File: src/design/txc_map.svh
// register offsets, field positions and reset values of the transmit control block
// How it works
// - control at 70h, reserved bits read zero
// - bit 15 write flushes status FIFO pointers
// - bit 14 write flushes data FIFO pointers
// - overrun-allow low suspends on full status
// - overrun-allow high keeps transmitter running
// - full interrupt independent of overrun-allow
// - enable bit lets queued frames go
// - enable clears itself after requested halt
// - stop finishes current frame, then halts
// - stop bit clears once transmitter stopped
// - stop bit ignores writes while high
// - hardware setup register at 74h
`ifndef TXC_MAP_SVH
`define TXC_MAP_SVH
`define TXC_ADDR_W         12
`define TXC_CTRL_OFS       12'h070
`define TXC_SETUP_OFS      12'h074
`define TXC_STAT_OFS       12'h078
`define TXC_MASK_OFS       12'h07c
`define TXC_STS_FLUSH_BIT  15
`define TXC_DAT_FLUSH_BIT  14
`define TXC_ALLOW_BIT      2
`define TXC_ON_BIT         1
`define TXC_STOP_BIT       0
`define TXC_EVT_W          3
`define TXC_EVT_HALT       0
`define TXC_EVT_FULL       1
`define TXC_EVT_SETUP      2
`define TXC_SETUP_RST      32'h0000_0000
`define TXC_EVT_RST        3'h0
`endif

File: src/design/txc_pkg.sv
// types shared by the transmit control block
package txc_pkg;
    typedef enum logic [1:0] {TX_OFF, TX_RUN, TX_SUSPEND, TX_DRAIN} txc_state_t;
endpackage

File: src/design/txc_apb_port.sv
// apb slave handshake: one wait state, registered answer
`timescale 1ns/100ps
module txc_apb_port (
    // clock and reset
    input  wire logic        sys_clk,
    input  wire logic        rst,
    // apb request
    input  wire logic        psel,
    input  wire logic        penable,
    input  wire logic        pwrite,
    // decode result and read value from the register file
    input  wire logic        addrHit,
    input  wire logic [31:0] rdMux,
    // apb answer
    output logic             pready,
    output logic [31:0]      prdata,
    output logic             pslverr,
    // write strobe on the completing edge
    output logic             wrStb
);
    wire accessPhase = psel & penable;
    wire firstAccess = accessPhase & ~pready;

    assign wrStb = accessPhase & pready & pwrite & addrHit;

    always_ff @(posedge sys_clk or posedge rst)
    begin
        if (rst)
        begin
            pready  <= 1'b0;
            prdata  <= 32'h0000_0000;
            pslverr <= 1'b0;
        end
        else
        begin
            pready  <= firstAccess;
            prdata  <= (firstAccess & ~pwrite & addrHit) ? rdMux : 32'h0000_0000;
            pslverr <= firstAccess & ~addrHit;
        end
    end
endmodule

File: src/design/txc_tx_seq.sv
// transmitter run, suspend and orderly-stop sequencer
`timescale 1ns/100ps
module txc_tx_seq (
    // clock and reset
    input  wire logic sys_clk,
    input  wire logic rst,
    // control bits
    input  wire logic txOn,
    input  wire logic stopReq,
    input  wire logic overrunAllow,
    // transmit path state
    input  wire logic statusFull,
    input  wire logic frameActive,
    // results
    output logic      txRun,
    output logic      haltNow
);
    txc_pkg::txc_state_t state_r;
    txc_pkg::txc_state_t state_nxt;

    wire blockFull = statusFull & ~overrunAllow;

    assign haltNow = stopReq & ((state_r == txc_pkg::TX_OFF) |
                                ((state_r == txc_pkg::TX_DRAIN) & ~frameActive));

    always_comb
    begin
        state_nxt = state_r;
        case (state_r)
            txc_pkg::TX_OFF:
                if (txOn & ~stopReq)
                    state_nxt = txc_pkg::TX_RUN;
            txc_pkg::TX_RUN:
                if (stopReq)
                    state_nxt = txc_pkg::TX_DRAIN;
                else if (~txOn)
                    state_nxt = txc_pkg::TX_OFF;
                else if (blockFull)
                    state_nxt = txc_pkg::TX_SUSPEND;
            txc_pkg::TX_SUSPEND:
                if (stopReq)
                    state_nxt = txc_pkg::TX_DRAIN;
                else if (~txOn)
                    state_nxt = txc_pkg::TX_OFF;
                else if (~blockFull)
                    state_nxt = txc_pkg::TX_RUN;
            txc_pkg::TX_DRAIN:
                if (~frameActive)
                    state_nxt = txc_pkg::TX_OFF;
            default:
                state_nxt = txc_pkg::TX_OFF;
        endcase
    end

    always_ff @(posedge sys_clk or posedge rst)
    begin
        if (rst)
        begin
            state_r <= txc_pkg::TX_OFF;
            txRun   <= 1'b0;
        end
        else
        begin
            state_r <= state_nxt;
            txRun   <= (state_nxt == txc_pkg::TX_RUN);
        end
    end
endmodule

File: src/design/txc_top.sv
// transmit control register bank with apb access, interrupts and transmit sequencing
//
// Register access over APB was decided locally.
`timescale 1ns/100ps
`include "txc_map.svh"
module txc_top (
    // clock and reset
    input  wire logic                   sys_clk,
    input  wire logic                   rst,
    // apb slave
    input  wire logic                   psel,
    input  wire logic                   penable,
    input  wire logic                   pwrite,
    input  wire logic [`TXC_ADDR_W-1:0] paddr,
    input  wire logic [31:0]            pwdata,
    output logic                        pready,
    output logic [31:0]                 prdata,
    output logic                        pslverr,
    // transmit path
    input  wire logic                   statusFull,
    input  wire logic                   frameActive,
    input  wire logic                   rxStopped,
    output logic                        txRun,
    output logic                        statusFlush,
    output logic                        dataFlush,
    // hardware setup value
    output logic [31:0]                 setupOut,
    // interrupt
    output logic                        irq
);
    logic                  allow_r;
    logic                  txOn_r;
    logic                  stop_r;
    logic                  fullPrev_r;
    logic [`TXC_EVT_W-1:0] stat_r;
    logic [`TXC_EVT_W-1:0] mask_r;

    wire haltNow;
    wire wrStb;

    // address decode
    wire hitCtrl  = (paddr == `TXC_CTRL_OFS);
    wire hitSetup = (paddr == `TXC_SETUP_OFS);
    wire hitStat  = (paddr == `TXC_STAT_OFS);
    wire hitMask  = (paddr == `TXC_MASK_OFS);
    wire addrHit  = hitCtrl | hitSetup | hitStat | hitMask;

    wire wrCtrl  = wrStb & hitCtrl;
    wire wrSetup = wrStb & hitSetup;
    wire wrStat  = wrStb & hitStat;
    wire wrMask  = wrStb & hitMask;

    // control view: reserved fields read zero
    wire [31:0] ctrlView = {16'h0000, statusFlush, dataFlush, 11'h000,
                            allow_r, txOn_r, stop_r};

    wire [31:0] rdMux = hitCtrl  ? ctrlView :
                        hitSetup ? setupOut :
                        hitStat  ? {29'h0000_0000, stat_r} :
                        hitMask  ? {29'h0000_0000, mask_r} :
                                   32'h0000_0000;

    txc_apb_port u_apb (
        .sys_clk (sys_clk),
        .rst     (rst),
        .psel    (psel),
        .penable (penable),
        .pwrite  (pwrite),
        .addrHit (addrHit),
        .rdMux   (rdMux),
        .pready  (pready),
        .prdata  (prdata),
        .pslverr (pslverr),
        .wrStb   (wrStb)
    );

    txc_tx_seq u_seq (
        .sys_clk      (sys_clk),
        .rst          (rst),
        .txOn         (txOn_r),
        .stopReq      (stop_r),
        .overrunAllow (allow_r),
        .statusFull   (statusFull),
        .frameActive  (frameActive),
        .txRun        (txRun),
        .haltNow      (haltNow)
    );

    // control bit next values
    wire stopHalt = stop_r & haltNow;
    wire txOn_nxt = stopHalt ? 1'b0 :
                    wrCtrl   ? pwdata[`TXC_ON_BIT] : txOn_r;
    wire stop_nxt = stop_r ? ~haltNow :
                    wrCtrl ? pwdata[`TXC_STOP_BIT] : 1'b0;
    wire allow_nxt = wrCtrl ? pwdata[`TXC_ALLOW_BIT] : allow_r;

    // events: full rises regardless of overrun-allow
    wire fullRise = statusFull & ~fullPrev_r;
    wire setupBad = wrSetup & (txOn_r | stop_r | ~rxStopped);
    wire [`TXC_EVT_W-1:0] events = {setupBad, fullRise, stopHalt};
    wire [`TXC_EVT_W-1:0] clrMask = wrStat ? pwdata[`TXC_EVT_W-1:0] : `TXC_EVT_RST;
    // set wins over write-one-to-clear
    wire [`TXC_EVT_W-1:0] stat_nxt = (stat_r & ~clrMask) | events;

    always_ff @(posedge sys_clk or posedge rst)
    begin
        if (rst)
        begin
            allow_r <= 1'b0;
            txOn_r  <= 1'b0;
            stop_r  <= 1'b0;
        end
        else
        begin
            allow_r <= allow_nxt;
            txOn_r  <= txOn_nxt;
            stop_r  <= stop_nxt;
        end
    end

    // one-cycle flush strobes, self clearing
    always_ff @(posedge sys_clk or posedge rst)
    begin
        if (rst)
        begin
            statusFlush <= 1'b0;
            dataFlush   <= 1'b0;
        end
        else
        begin
            statusFlush <= wrCtrl & pwdata[`TXC_STS_FLUSH_BIT];
            dataFlush   <= wrCtrl & pwdata[`TXC_DAT_FLUSH_BIT];
        end
    end

    // hardware setup register
    always_ff @(posedge sys_clk or posedge rst)
    begin
        if (rst)
            setupOut <= `TXC_SETUP_RST;
        else if (wrSetup)
            setupOut <= pwdata;
    end

    // interrupt status, mask and output
    always_ff @(posedge sys_clk or posedge rst)
    begin
        if (rst)
        begin
            stat_r     <= `TXC_EVT_RST;
            mask_r     <= `TXC_EVT_RST;
            fullPrev_r <= 1'b0;
            irq        <= 1'b0;
        end
        else
        begin
            stat_r     <= stat_nxt;
            mask_r     <= wrMask ? pwdata[`TXC_EVT_W-1:0] : mask_r;
            fullPrev_r <= statusFull;
            irq        <= |(stat_nxt & (wrMask ? pwdata[`TXC_EVT_W-1:0] : mask_r));
        end
    end
endmodule

File: config.mk
export PLATFORM = sky130hd
export DESIGN_NAME = txc_top
export DESIGN_NICKNAME = d
export VERILOG_FILES = /design/src/design/txc_pkg.sv /design/src/design/txc_apb_port.sv /design/src/design/txc_tx_seq.sv /design/src/design/txc_top.sv
export VERILOG_INCLUDE_DIRS = /design/src /design/src/design
export SDC_FILE = /design/constraint.sdc
export NUM_CORES = 1
export LEC_CHECK = 0
export BUFFER_PORTS_ARGS = -buffer_cell sky130_fd_sc_hd__buf_2
export CORE_MARGIN = 4
export CORE_UTILIZATION = 52
export CTS_CLUSTER_SIZE = 25
export DETAILED_ROUTE_END_ITERATION = 8
export PLACE_DENSITY_LB_ADDON = 0.25
export SYNTH_ARGS = -nofsm -noshare
export SYNTH_HDL_FRONTEND = slang
export SYNTH_SLANG_ARGS = --single-unit
File: constraint.sdc
create_clock -name sys_clk -period 5.56 [get_ports sys_clk]
set_clock_uncertainty 0.2 [all_clocks]
set_input_delay 1.112 -clock sys_clk [delete_from_list [all_inputs] [get_ports sys_clk]]
set_output_delay 1.112 -clock sys_clk [all_outputs]
set_load 0.005 [all_outputs]
==> results.json <==
{
  "cp-endpoint": "setupOut[6]",
  "gp_congestion": 0.816,
  "r2r_cells": 5,
  "synthesis.nets": 270,
  "synth_cells": 218,
  "drv_cap": 0,
  "dieHeight_um": 86.6,
  "ant_nets": 0,
  "core_area_sq_um": 5960,
  "row_count": 28,
  "hold_viol": 0,
  "relSlewSlack": 0.416,
  "viasPerCell": 5.01,
  "peakVddDrop_mv": 0.199,
  "synth_area_per_cell_sq_um": 14.7,
  "gr-total-overflow": 0,
  "path_buf_inv": 2,
  "place_ws_ns": 1.94,
  "slowest_stage": "nor3b_4",
  "finalSetupViolCount": 0,
  "fin_total_pwr_uw": 1110,
  "post-route-min-period_ns": 3.25,
  "synth_edf_count": 0,
  "crit_required_ns": 5.58,
  "powerDensity_nw_per_um2": 271,
  "synthDistinctLibCells": 36,
  "fin_setup_tns_ns": 0,
  "cts.path.max_buffers": 2,
  "crit_chain": "buf_2 > nor4_4 > nand4_1 > nor3b_4 > buf_4 > mux2_2",
  "route.detailed.drc": 0,
  "pin_count": 122,
  "numCtsBuffers": 9,
  "hpwl_um": 4830,
  "synth-seq-area-share": 0.638,
  "initial_utilization": 0.540,
  "grt_pass1_wl_um": 10400,
  "max_freq_mhz": 308,
  "grt_max_degree": 52,
  "status": "finished, final reports clean",
  "ys_ff_latch": 82,
  "cp_max_fo": 18,
  "synthDominantCellAreaShare": 0.638,
  "rsz0062_at_grt": "no",
  "p_leak_uw": 0.00234,
  "path_clk_slew_ns": 0.08,
  "grt_pass1_vias": 2182,
  "port_buffers": 121,
  "drt_iter0_markers": 105,
  "critPathLaunch": "paddr[1]",
  "grt.total_usage": 0.180,
  "nets": 396,
  "async_reset_ff_frac": 1.00,
  "setup.worst_path.class": "in2reg",
  "clock-sinks": 82,
  "synth_ff_type": "dfrtp_1",
  "die-area_sq_um": 7500,
  "wire_per_inst_um": 15.6,
  "syn_area_sq_um": 3210,
  "hold-worst-slack_ns": 0.304,
  "cp-end-kind": "register",
  "drt_first_pass_iters": 4,
  "critPathLaunchType": "input port",
  "drive_above_1_share": 0.596,
  "die_w_um": 86.6,
  "area_growth_pct": 27.2,
  "synthTopCellsByArea": "dfrtp_1 64%, mux2_2 13%, and2_2 5.1%",
  "crit_family": "simple AND/OR/NAND/NOR gates",
  "worstReg2RegStart": "u_apb.pready",
  "hold_class": "reg2reg",
  "tightest_slew_ns": 0.876,
  "cts.repair.resized": 0,
  "final_max_slew_viol_count": 0,
  "r2r_slack_ns": 2.99,
  "yosys.area.top_type": "dfrtp_1",
  "reg2reg_to": "setupOut[6]",
  "cpPeakStageDelay_ns": 0.66,
  "cts_hold_buf": 0,
  "cts_tree": "yes",
  "clockRootBuffer": "clkbuf_8",
  "crit_cells": 6,
  "cp.arrival_ns": 3.27,
  "antenna_found_initial": 0,
  "period_share": 0.584,
  "dr_total_vias": 2124,
  "ys_warn_count": 0,
  "insertion_delay_ns": 0.34,
  "cts_max_level": 3,
  "antenna_cells": 0,
  "final_util": 0.687,
  "setup_ws_ns": 2.31,
  "post_cts_buffers": 0,
  "wl_um": 6600
}
how the worst min path moves through the flow:
stage                      start               end  slack (ns)  cells past startpoint
floorplan             fullPrev_r         stat_r[1]        0.23                      1
global placement    setupOut[17]  u_apb.prdata[17]        0.28                      1
detailed placement  setupOut[19]  u_apb.prdata[19]        0.29                      1
CTS                 u_apb.pready     u_apb.pslverr        0.31                      1
global route        u_apb.pready     u_apb.pslverr        0.33                      1
finish               setupOut[8]   u_apb.prdata[8]        0.30                      1
logic make-up after synthesis:
group / Yosys count / share of synthesized area
muxes: 43 / 0.160
and+or+nand+nor: 68 / 0.148
buffers and inverters: 10 / 0.0226
AOI/OAI and AO/OA: 14 / 0.0284
DFF: 82 / 0.638
xor gates and xnor gates: 1 / 0.00273
per-stage QoR:
stage	instances	area, sq um
2_1_floorplan	218	3210
3_3_place_gp	408	3870
3_5_place_dp	408	3870
4_1_cts	424	4090
5_1_grt	424	4090
6_report	424	4090
routing by layer:
metal,vias to the layer above,global-route usage,part of all wire
met3,9,0.0523,0.067
met4,0,0.0595,0.013
met5,-,0,0
met1,1042,0.237,0.42
li1,1007,-,-
met2,66,0.289,0.50
state kept, by name, indices dropped and copies added (netlist names), 2 cells and up:
signal / count
u_seq.state_r: 2
stat_r: 3
mask_r: 3
u_apb.prdata: 32
setupOut: 32
report_power, final:
part           switching, uW  internal (uW)  total (uW)
Combinational           25.1           18.6        43.7
Clock                    211            255         466
Sequential             0.807            597         598
Total                    237            870        1110
final cells by class:
cell class	count	area (sq um)
Multi-Input combinational cell	126	1100
Sequential cell	82	2050
Clock buffer	10	128
Timing Repair Buffer	123	621
Inverter	2	8.76
Tap cell	75	93.8
Clock inverter	6	90.1
Fill cell	463	1870
synth_stat cells, drive strengths merged (4+ instances only):
| cell type | number |
|---|---|
| buf | 8 |
| mux2i | 4 |
| dfrtp | 82 |
| and2 | 29 |
| nor2 | 8 |
| nand2 | 6 |
| nand4 | 4 |
| a21oi | 4 |
| mux2 | 36 |
worst register-to-register path, cell delays in order, from the launching register on:
cell and delay (ns):
dfrtp_1 0.41, and4_1 0.28, nand4_1 0.15, nor3b_4 0.66, buf_4 0.38, mux2_2 0.37
placed cells by master (no fill, tap or decap), types with 2 or more instances in the layout:
master and count:
mux2_2 36, nor3b_4 2, and2b_2 3, nor2b_1 2, mux2i_1 4, buf_2 121
a21oi_1 4, nor3_1 3, mux4_2 3, o21ai_0 3, nand2b_1 2, dfrtp_1 82
a21o_1 2, and2_1 7, clkbuf_8 9, bufinv_16 2, clkinv_2 2, and2_2 22
nand4_1 4, nor2_1 8, nand2_1 6, buf_4 2
(Power assumes the default switching activity.)
